--- config.mk ---
export PLATFORM = sky130hd
export DESIGN_NAME = wdrc_top
export DESIGN_NICKNAME = d
export VERILOG_FILES = /design/src/hdl/wdrc_top.v /design/src/hdl/wdrc_wd_counter.v
export VERILOG_INCLUDE_DIRS = /design/src /design/src/hdl
export SDC_FILE = /design/constraint.sdc
export NUM_CORES = 1
export LEC_CHECK = 0
export BUFFER_PORTS_ARGS = -buffer_cell sky130_fd_sc_hd__buf_2
export CAP_MARGIN = 10
export CELL_PAD_IN_SITES_DETAIL_PLACEMENT = 1
export CELL_PAD_IN_SITES_GLOBAL_PLACEMENT = 2
export CORE_UTILIZATION = 35
export DETAILED_ROUTE_END_ITERATION = 7
export MAX_ROUTING_LAYER = met4
export PLACE_DENSITY_LB_ADDON = 0.2
export SKIP_CTS_REPAIR_TIMING = 1
export SYNTH_ARGS = -nofsm -noshare
export SYNTH_HDL_FRONTEND = slang
export SYNTH_SLANG_ARGS = --single-unit
--- constraint.sdc ---
create_clock -name i_ref_clk -period 6.3 [get_ports i_ref_clk]
set_input_delay 0.63 -clock i_ref_clk [delete_from_list [all_inputs] [get_ports i_ref_clk]]
set_output_delay 0.63 -clock i_ref_clk [all_outputs]
set_load 0.01 [all_outputs]
--- src/hdl/wdrc_map.vh ---
// Contract
// watchdog counter runs from 1 MHz oscillator
// restart instruction clears the watchdog counter
// disable or any chip reset clears counter
// eight periods chosen by period select field
// expiry while enabled resets the chip
// two fuses give protection level 0/1/2
// writing enable one always enables, no unlock
// level 0: period writes need no unlock
// unlock write sets unlock and enable together
// level 1: new settings within four cycles
// level 2: always enabled, enable reads one
// level 2: period change, written enable ignored
// hardware clears unlock bit four cycles later
// enable zero ignored unless unlock is set
// levels 1, 2: period changes only in window
// level 2: watchdog can never be disabled
// bit 4 set by scan-chain reset, cleared
// bit 3 set by watchdog reset, cleared
// bit 2 set by brown-out reset, cleared
// bit 1 set by pin reset, cleared
// bit 0 set by power-on, software clears
// legacy mode keeps only pin, power-on flags
// software reads then clears cause flags early
// registers at offset, plus 0x20 in data space
// timeout gives one-cycle internal reset pulse
// codes 0..7 select 16K to 2048K cycles
// oscillator and commands crossed safely between domains
`ifndef WDRC_MAP_VH
`define WDRC_MAP_VH

// register offsets in i/o space
`define WDRC_CTRL_OFS 8'h21
`define WDRC_CAUSE_OFS 8'h34
`define WDRC_DATA_BIAS 8'h20

// control register fields
`define WDRC_CTRL_UNLOCK_BIT 4
`define WDRC_CTRL_EN_BIT 3
`define WDRC_CTRL_SEL_HI 2
`define WDRC_CTRL_SEL_LO 0
`define WDRC_CTRL_RESET 8'h00

// cause register fields
`define WDRC_CAUSE_SCAN_BIT 4
`define WDRC_CAUSE_TIMEOUT_BIT 3
`define WDRC_CAUSE_BROWNOUT_BIT 2
`define WDRC_CAUSE_PIN_BIT 1
`define WDRC_CAUSE_POWERON_BIT 0
`define WDRC_CAUSE_RESET 5'h01
`define WDRC_CAUSE_LEGACY_MASK 5'h03

// timing
`define WDRC_UNLOCK_CYCLES 3'h4
`define WDRC_OSC_HZ 1000000
`define WDRC_BASE_CYCLES 16384
`define WDRC_CNT_W 22

// protection levels
`define WDRC_LEVEL0 2'h0
`define WDRC_LEVEL1 2'h1
`define WDRC_LEVEL2 2'h2

`endif

--- src/hdl/wdrc_top.v ---
`timescale 1ns/100ps
`default_nettype none
`include "wdrc_map.vh"

// watchdog with protection levels and reset-cause flags
module wdrc_top #(
	parameter CNT_W = `WDRC_CNT_W,
	parameter BASE_CYCLES = `WDRC_BASE_CYCLES
) (
	input wire i_ref_clk,
	input wire i_rst,
	input wire i_wd_osc,
	input wire i_wd_restart,
	input wire i_legacy_compat_fuse,
	input wire i_wd_always_on_fuse,
	input wire i_poweron_reset,
	input wire i_pin_reset,
	input wire i_brownout_reset,
	input wire i_scan_reset,
	input wire [7:0] i_io_addr,
	input wire i_io_data_space,
	input wire i_io_wr,
	input wire i_io_rd,
	input wire [7:0] i_io_wdata,
	output reg [7:0] o_io_rdata,
	output reg o_wd_reset_pulse,
	output reg [1:0] o_level
);

	// address match for either i/o or data-space addressing
	function addr_hit;
		input [7:0] addr;
		input data_space;
		input [7:0] ofs;
		begin
			if (data_space) begin
				addr_hit = (addr == (ofs + `WDRC_DATA_BIAS));
			end else begin
				addr_hit = (addr == ofs);
			end
		end
	endfunction

	// oscillator and asynchronous inputs, two stages each
	reg [1:0] osc_sync_q;
	reg osc_prev_q;
	reg [1:0] compat_sync_q;
	reg [1:0] always_on_sync_q;
	reg [1:0] por_sync_q;
	reg [1:0] pin_sync_q;
	reg [1:0] bo_sync_q;
	reg [1:0] scan_sync_q;

	// control state
	reg en_q;
	reg en_d;
	reg [2:0] sel_q;
	reg [2:0] sel_d;
	reg [2:0] unlock_cnt_q;
	reg [2:0] unlock_cnt_d;

	// reset cause flags
	reg [4:0] cause_q;
	reg [4:0] cause_d;

	// derived signals
	wire osc_tick;
	wire compat_fuse;
	wire always_on_fuse;
	wire [1:0] level;
	wire unlock_open;
	wire eff_en;
	wire chip_reset;
	wire ctrl_wr;
	wire cause_wr;
	wire ctrl_rd;
	wire cause_rd;
	wire unlock_req;
	wire wd_expire;
	wire [4:0] cause_mask;
	wire [4:0] cause_set;
	wire [7:0] ctrl_view;
	wire [7:0] cause_view;
	reg [7:0] rdata_d;

	// synchroniser chains; first stage feeds only the second
	always @(posedge i_ref_clk) begin
		if (i_rst) begin
			osc_sync_q <= 2'h0;
			osc_prev_q <= 1'b0;
			compat_sync_q <= 2'h0;
			always_on_sync_q <= 2'h0;
			por_sync_q <= 2'h0;
			pin_sync_q <= 2'h0;
			bo_sync_q <= 2'h0;
			scan_sync_q <= 2'h0;
		end else begin
			osc_sync_q <= {osc_sync_q[0], i_wd_osc};
			osc_prev_q <= osc_sync_q[1];
			compat_sync_q <= {compat_sync_q[0], i_legacy_compat_fuse};
			always_on_sync_q <= {always_on_sync_q[0], i_wd_always_on_fuse};
			por_sync_q <= {por_sync_q[0], i_poweron_reset};
			pin_sync_q <= {pin_sync_q[0], i_pin_reset};
			bo_sync_q <= {bo_sync_q[0], i_brownout_reset};
			scan_sync_q <= {scan_sync_q[0], i_scan_reset};
		end
	end

	// rising edge of the watchdog oscillator after synchronising
	assign osc_tick = osc_sync_q[1] & ~osc_prev_q;

	// protection level from the two fuses; always-on dominates
	assign compat_fuse = compat_sync_q[1];
	assign always_on_fuse = always_on_sync_q[1];
	assign level = always_on_fuse ? `WDRC_LEVEL2 :
		(compat_fuse ? `WDRC_LEVEL0 : `WDRC_LEVEL1);

	// any chip reset source, including the watchdog's own pulse
	assign chip_reset = por_sync_q[1] | pin_sync_q[1] | bo_sync_q[1] |
		scan_sync_q[1] | o_wd_reset_pulse;

	// change window is open while the countdown is non-zero
	assign unlock_open = (unlock_cnt_q != 3'h0);

	// level 2 keeps the watchdog running whatever is stored
	assign eff_en = en_q | (level == `WDRC_LEVEL2);

	// register decode
	assign ctrl_wr = i_io_wr & addr_hit(i_io_addr, i_io_data_space, `WDRC_CTRL_OFS);
	assign cause_wr = i_io_wr & addr_hit(i_io_addr, i_io_data_space, `WDRC_CAUSE_OFS);
	assign ctrl_rd = i_io_rd & addr_hit(i_io_addr, i_io_data_space, `WDRC_CTRL_OFS);
	assign cause_rd = i_io_rd & addr_hit(i_io_addr, i_io_data_space, `WDRC_CAUSE_OFS);

	// an unlock needs both unlock and enable written as one
	assign unlock_req = ctrl_wr & i_io_wdata[`WDRC_CTRL_UNLOCK_BIT] &
		i_io_wdata[`WDRC_CTRL_EN_BIT];

	// unlock countdown, cleared by hardware after four cycles
	always @* begin
		unlock_cnt_d = unlock_cnt_q;
		if (chip_reset) begin
			unlock_cnt_d = 3'h0;
		end else if (unlock_req) begin
			unlock_cnt_d = `WDRC_UNLOCK_CYCLES;
		end else if (unlock_open) begin
			unlock_cnt_d = unlock_cnt_q - 3'h1;
		end
	end

	// enable bit: set freely, cleared only inside the window
	always @* begin
		en_d = en_q;
		if (chip_reset) begin
			en_d = 1'b0;
		end else if (ctrl_wr) begin
			if (i_io_wdata[`WDRC_CTRL_EN_BIT]) begin
				en_d = 1'b1;
			end else if (unlock_open && level != `WDRC_LEVEL2) begin
				en_d = 1'b0;
			end
		end
	end

	// period select: free at level 0, windowed otherwise
	always @* begin
		sel_d = sel_q;
		if (chip_reset) begin
			sel_d = 3'h0;
		end else if (ctrl_wr && !unlock_req) begin
			if (level == `WDRC_LEVEL0) begin
				sel_d = i_io_wdata[`WDRC_CTRL_SEL_HI:`WDRC_CTRL_SEL_LO];
			end else if (unlock_open) begin
				sel_d = i_io_wdata[`WDRC_CTRL_SEL_HI:`WDRC_CTRL_SEL_LO];
			end
		end else if (ctrl_wr && level == `WDRC_LEVEL0) begin
			sel_d = i_io_wdata[`WDRC_CTRL_SEL_HI:`WDRC_CTRL_SEL_LO];
		end
	end

	// control registers
	always @(posedge i_ref_clk) begin
		if (i_rst) begin
			en_q <= 1'b0;
			sel_q <= 3'h0;
			unlock_cnt_q <= 3'h0;
		end else begin
			en_q <= en_d;
			sel_q <= sel_d;
			unlock_cnt_q <= unlock_cnt_d;
		end
	end

	// watchdog counter on oscillator ticks
	wdrc_wd_counter #(
		.CNT_W(CNT_W),
		.BASE_CYCLES(BASE_CYCLES)
	) u_counter (
		.i_ref_clk(i_ref_clk),
		.i_rst(i_rst),
		.i_tick(osc_tick),
		.i_clear(i_wd_restart | chip_reset),
		.i_enable(eff_en),
		.i_period_sel(sel_q),
		.o_expire(wd_expire),
		.o_count()
	);

	// legacy mode keeps only the pin and power-on flags
	assign cause_mask = compat_fuse ? `WDRC_CAUSE_LEGACY_MASK : 5'h1f;

	// reset events set their flag; a set beats a clear
	assign cause_set = cause_mask & {
		scan_sync_q[1],
		o_wd_reset_pulse,
		bo_sync_q[1],
		pin_sync_q[1],
		por_sync_q[1]
	};

	// cause flags: power-on clears the others, zeros written clear
	always @* begin
		cause_d = cause_q;
		if (por_sync_q[1]) begin
			cause_d = 5'h00;
		end else if (cause_wr) begin
			cause_d = cause_q & i_io_wdata[4:0];
		end
		cause_d = (cause_d | cause_set) & cause_mask;
	end

	// cause register; power-on of this block marks bit 0
	always @(posedge i_ref_clk) begin
		if (i_rst) begin
			cause_q <= `WDRC_CAUSE_RESET;
		end else begin
			cause_q <= cause_d;
		end
	end

	// read views; unused bits read as zero
	assign ctrl_view = {3'h0, unlock_open, eff_en, sel_q};
	assign cause_view = {3'h0, cause_q & cause_mask};

	// read mux; unmapped addresses return zero
	always @* begin
		rdata_d = 8'h00;
		if (ctrl_rd) begin
			rdata_d = ctrl_view;
		end else if (cause_rd) begin
			rdata_d = cause_view;
		end
	end

	// registered outputs
	always @(posedge i_ref_clk) begin
		if (i_rst) begin
			o_io_rdata <= 8'h00;
			o_wd_reset_pulse <= 1'b0;
			o_level <= 2'h0;
		end else begin
			o_io_rdata <= rdata_d;
			o_wd_reset_pulse <= wd_expire & ~o_wd_reset_pulse;
			o_level <= level;
		end
	end

endmodule
`default_nettype wire

--- src/hdl/wdrc_wd_counter.v ---
`timescale 1ns/100ps
`default_nettype none
`include "wdrc_map.vh"

// counts watchdog oscillator ticks and flags the selected period
module wdrc_wd_counter #(
	parameter CNT_W = `WDRC_CNT_W,
	parameter BASE_CYCLES = `WDRC_BASE_CYCLES
) (
	input wire i_ref_clk,
	input wire i_rst,
	input wire i_tick,
	input wire i_clear,
	input wire i_enable,
	input wire [2:0] i_period_sel,
	output reg o_expire,
	output wire [CNT_W-1:0] o_count
);

	localparam [CNT_W-1:0] BASE_V = BASE_CYCLES;

	reg [CNT_W-1:0] cnt_q;
	reg [CNT_W-1:0] cnt_d;
	reg expire_d;
	wire [CNT_W-1:0] limit;

	// period doubles for each step of the select code
	assign limit = BASE_V << i_period_sel;
	assign o_count = cnt_q;

	// next count: clear wins, then count oscillator ticks
	always @* begin
		cnt_d = cnt_q;
		expire_d = 1'b0;
		if (i_clear || !i_enable) begin
			cnt_d = {CNT_W{1'b0}};
		end else if (i_tick) begin
			if (cnt_q >= limit - 1'b1) begin
				cnt_d = {CNT_W{1'b0}};
				expire_d = 1'b1;
			end else begin
				cnt_d = cnt_q + 1'b1;
			end
		end
	end

	always @(posedge i_ref_clk) begin
		if (i_rst) begin
			cnt_q <= {CNT_W{1'b0}};
			o_expire <= 1'b0;
		end else begin
			cnt_q <= cnt_d;
			o_expire <= expire_d;
		end
	end

endmodule
`default_nettype wire

==> results by group <==
Placed design
  • Placed instance area: 2997 sq um
  • Port Buf Inserts: 33
  • Final GP Congestion: 0.7635
  • HPWL Detailed: 4735 um

Detailed routing
  • Routed len/inst: 15.02 um
  • DRT iter0 DRCs: 68
  • Wire length on met3: 210 um
  • Metal2 WL: 3029 um
  • DRT Pass-1 Iters: 4
  • Avg Vias per Cell: 5.180
  • Via count: 2248
  • Final wirelength: 6519 um
  • Met1 Wirelength: 3211 um
  • Antenna Nets Post-Route: 0
  • Top layer in use: met4
  • DRC: 0

Timing
  • Fmax: 371.2 MHz
  • Tmin final: 2694 ps
  • Rel. slew slack: 23.52%
  • Fin crit share: 42.76%
  • Max Slew Vio Count: 0
  • Setup tns final: 0 ps
  • RSZ-0062 raised after global routing: no
  • Fin. Hold Viols: 0
  • Final setup viols: 0
  • Layout Skew: 8.771 ps
  • Actual slew at the worst max-slew pin: 1147 ps

Global routing
  • Vias in the first global route: 2260
  • Initial antenna violation count: 0
  • Total GRT Usage: 17.29%
  • Largest net degree at the start of global routing: 26
  • First-pass GRT wire length: 10910 um
  • Total global routing overflow: 0

Critical path
  • Critical Path End Type: flop
  • Critical Path RT: 6460 ps
  • Critical path type: reg2reg
  • Startpoint Class: flop
  • Crit path DAT: 2850 ps
  • RR Startpoint: sel_q[2]
  • Path depth of the worst reg2reg path: 6
  • R2r setup slk: 3610 ps
  • Crit path max fanout: 22
  • Reg-to-reg endpoint: u_counter.o_count[12]

Floorplan
  • Die width: 90.91 um
  • Row count: 32
  • Core ar.: 7687 sq um
  • Io pins: 40
  • Initial Util: 35.99%
  • Die area: 8264 sq um
  • Die height: 90.91 um

Run status
  • Status: finished, final reports clean

Worst hold path
  • WHS Endpoint: bo_sync_q[1]
  • Hold-critical path depth: 1
  • Min-Delay Startpoint: bo_sync_q[0]
  • Hold crit path type: reg2reg

Power
  • Internal power: 0.6120 mW
  • Sw Share: 23.26%
  • Peak VDD IR: 185.9 uV
  • Clk pwr share: 48.9%
  • Psw: 0.1855 mW
  • Leak: 1.143 nW
  • Reg power frac: 47.2%
  • Gate power share: 3.9%
  • PwrDens: 247.4 nW/um^2

Cells and area
  • Most frequent cells in the layout: dfxtp_1, buf_2, nor2b_1
  • Layout area overhead: 16.51%
  • Final instance area: 3223 sq um
  • Most common cell after layout, fill and taps aside: dfxtp_1
  • Layout cells sized above 1: 21.39%
  • ANT cells: 0
  • Nets: 368

Clocking
  • Max Root-Sink Buffers: 2
  • Clk_lat worst skew: 330 ps
  • CTS tree: done
  • Root buf cell: clkbuf_8
  • H-Tree Depth: 3
  • Sinks on Clock Net: 58
  • Clock-pin slew on the worst setup and hold paths: 70 ps
  • Clock buffer count from CTS: 9

Synthesis
  • Mapped Cells: 293
  • FFs w/ async S/R, synth: 0%
  • Flops & latches, synth: 58
  • Library cells used by synthesis: 50
  • Seq/Total Area, Yosys: 41.97%
  • Post-synth EDFFs: 0
  • Top_reg_cell synth: dfxtp_1
  • Synthesized area: 2766 sq um
  • Number of synthesis warnings: 0
  • Avg Cell Area, Syn: 9.442 sq um

Run
  • Max-cap violation count: 0
[worst max-delay path, stage by stage, from the launching register on]
cell      delay (ps)
dfxtp_1          490
nand3_1          130
ha_1             310
nand4_1          160
nor4_1           360
a2111o_1         980
a211oi_1          80
[kinds of logic after synthesis]
| logic type | count (synthesis) | synth area share [%] |
|---|---|---|
| adders and majority gates | 12 | 5.427 |
| DFF | 58 | 41.97 |
| buffers and inverters | 22 | 4.025 |
| other | 2 | 0.2715 |
| muxes | 2 | 0.7237 |
| and+or+nand+nor | 124 | 28.00 |
| xor gates and xnor gates | 13 | 4.116 |
| AOI/OAI and AO/OA | 60 | 15.47 |
[cells in the mapped netlist, types with 4 or more instances]
cell type  instances  area (sq um)
a211oi_2           7         87.58
a21oi_1           15         75.07
and4_1             4         35.03
clkbuf_1           4         15.01
dfxtp_1           58          1161
ha_1              12         150.1
inv_1              9         33.78
nand2_1           14         52.55
nand3_1           12         60.06
nand4_1           10         62.56
nor2_1            15         56.30
nor2b_1           18         112.6
nor3_1             5         25.02
nor3_2            13         130.1
nor3b_1            4         30.03
nor4_1             5         31.28
o21ai_0           16         80.08
or3_1              7         43.79
xnor2_1            5         43.79
xor2_1             8         70.07
[power groups by stage]
stage | Combinational (mW) | Clock, mW | Sequential, mW
finish | 0.0311 | 0.390 | 0.376
global route | 0.0349 | 0.421 | 0.377
CTS | 0.0314 | 0.401 | 0.376
detailed placement | 0.0313 | 0 | 0.385
global placement | 0.0302 | 0 | 0.384
floorplan | 0.0184 | 0 | 0.383
[flip-flops by register name (all words and copies together), names as in the netlist, 3 cells and up]
name,count
u_counter.o_count,22
cause_q,5
o_io_rdata,5
sel_q,3
unlock_cnt_q,3
[layer usage]
layer,track usage (%),vias up
met4,5.952,0
met1,22.49,1076
met3,3.788,4
li1,-,1138
met2,26.52,30
met5,-,-
[cell type report]
cell class              count  area (sq um)
clock buffers               9         123.9
clock inverters             7         102.6
fillers                   913          4464
inverters                   9         33.78
multi-input cells         215          1501
flip-flops and latches     58          1161
well taps                 102         127.6
repair buffers             34         172.7
[stage by stage]
step | utilization [%] | instances | setup slack [ps] | power [mW] | hold slack (ps)
after floorplan | - | 295 | 4276 | 0.4018 | 413.8
after global placement | 38.98 | 418 | 3646 | 0.4147 | 417.4
after detailed placement | 38.98 | 418 | 3600 | 0.4162 | 433.2
after CTS | 41.93 | 434 | 3601 | 0.8087 | 451.7
after global routing | 41.93 | 434 | 3390 | 0.8323 | 457.7
final | 41.93 | 434 | 3606 | 0.7975 | 443.7
[how the worst max path moves through the flow]
| stage | end | startpoint | slack, ps | cells past startpoint |
|---|---|---|---|---|
| 6_report | u_counter.o_count[12] | sel_q[2] | 3610 | 6 |
| 5_1_grt | u_counter.o_count[12] | sel_q[2] | 3390 | 6 |
| 4_1_cts | u_counter.o_count[12] | sel_q[2] | 3600 | 6 |
| 3_5_place_dp | u_counter.o_count[12] | sel_q[2] | 3600 | 6 |
| 3_3_place_gp | u_counter.o_count[11] | sel_q[2] | 3650 | 6 |
| 2_1_floorplan | u_counter.o_count[0] | sel_q[2] | 4280 | 8 |
Note: power is estimated with default switching activity, not from simulation.
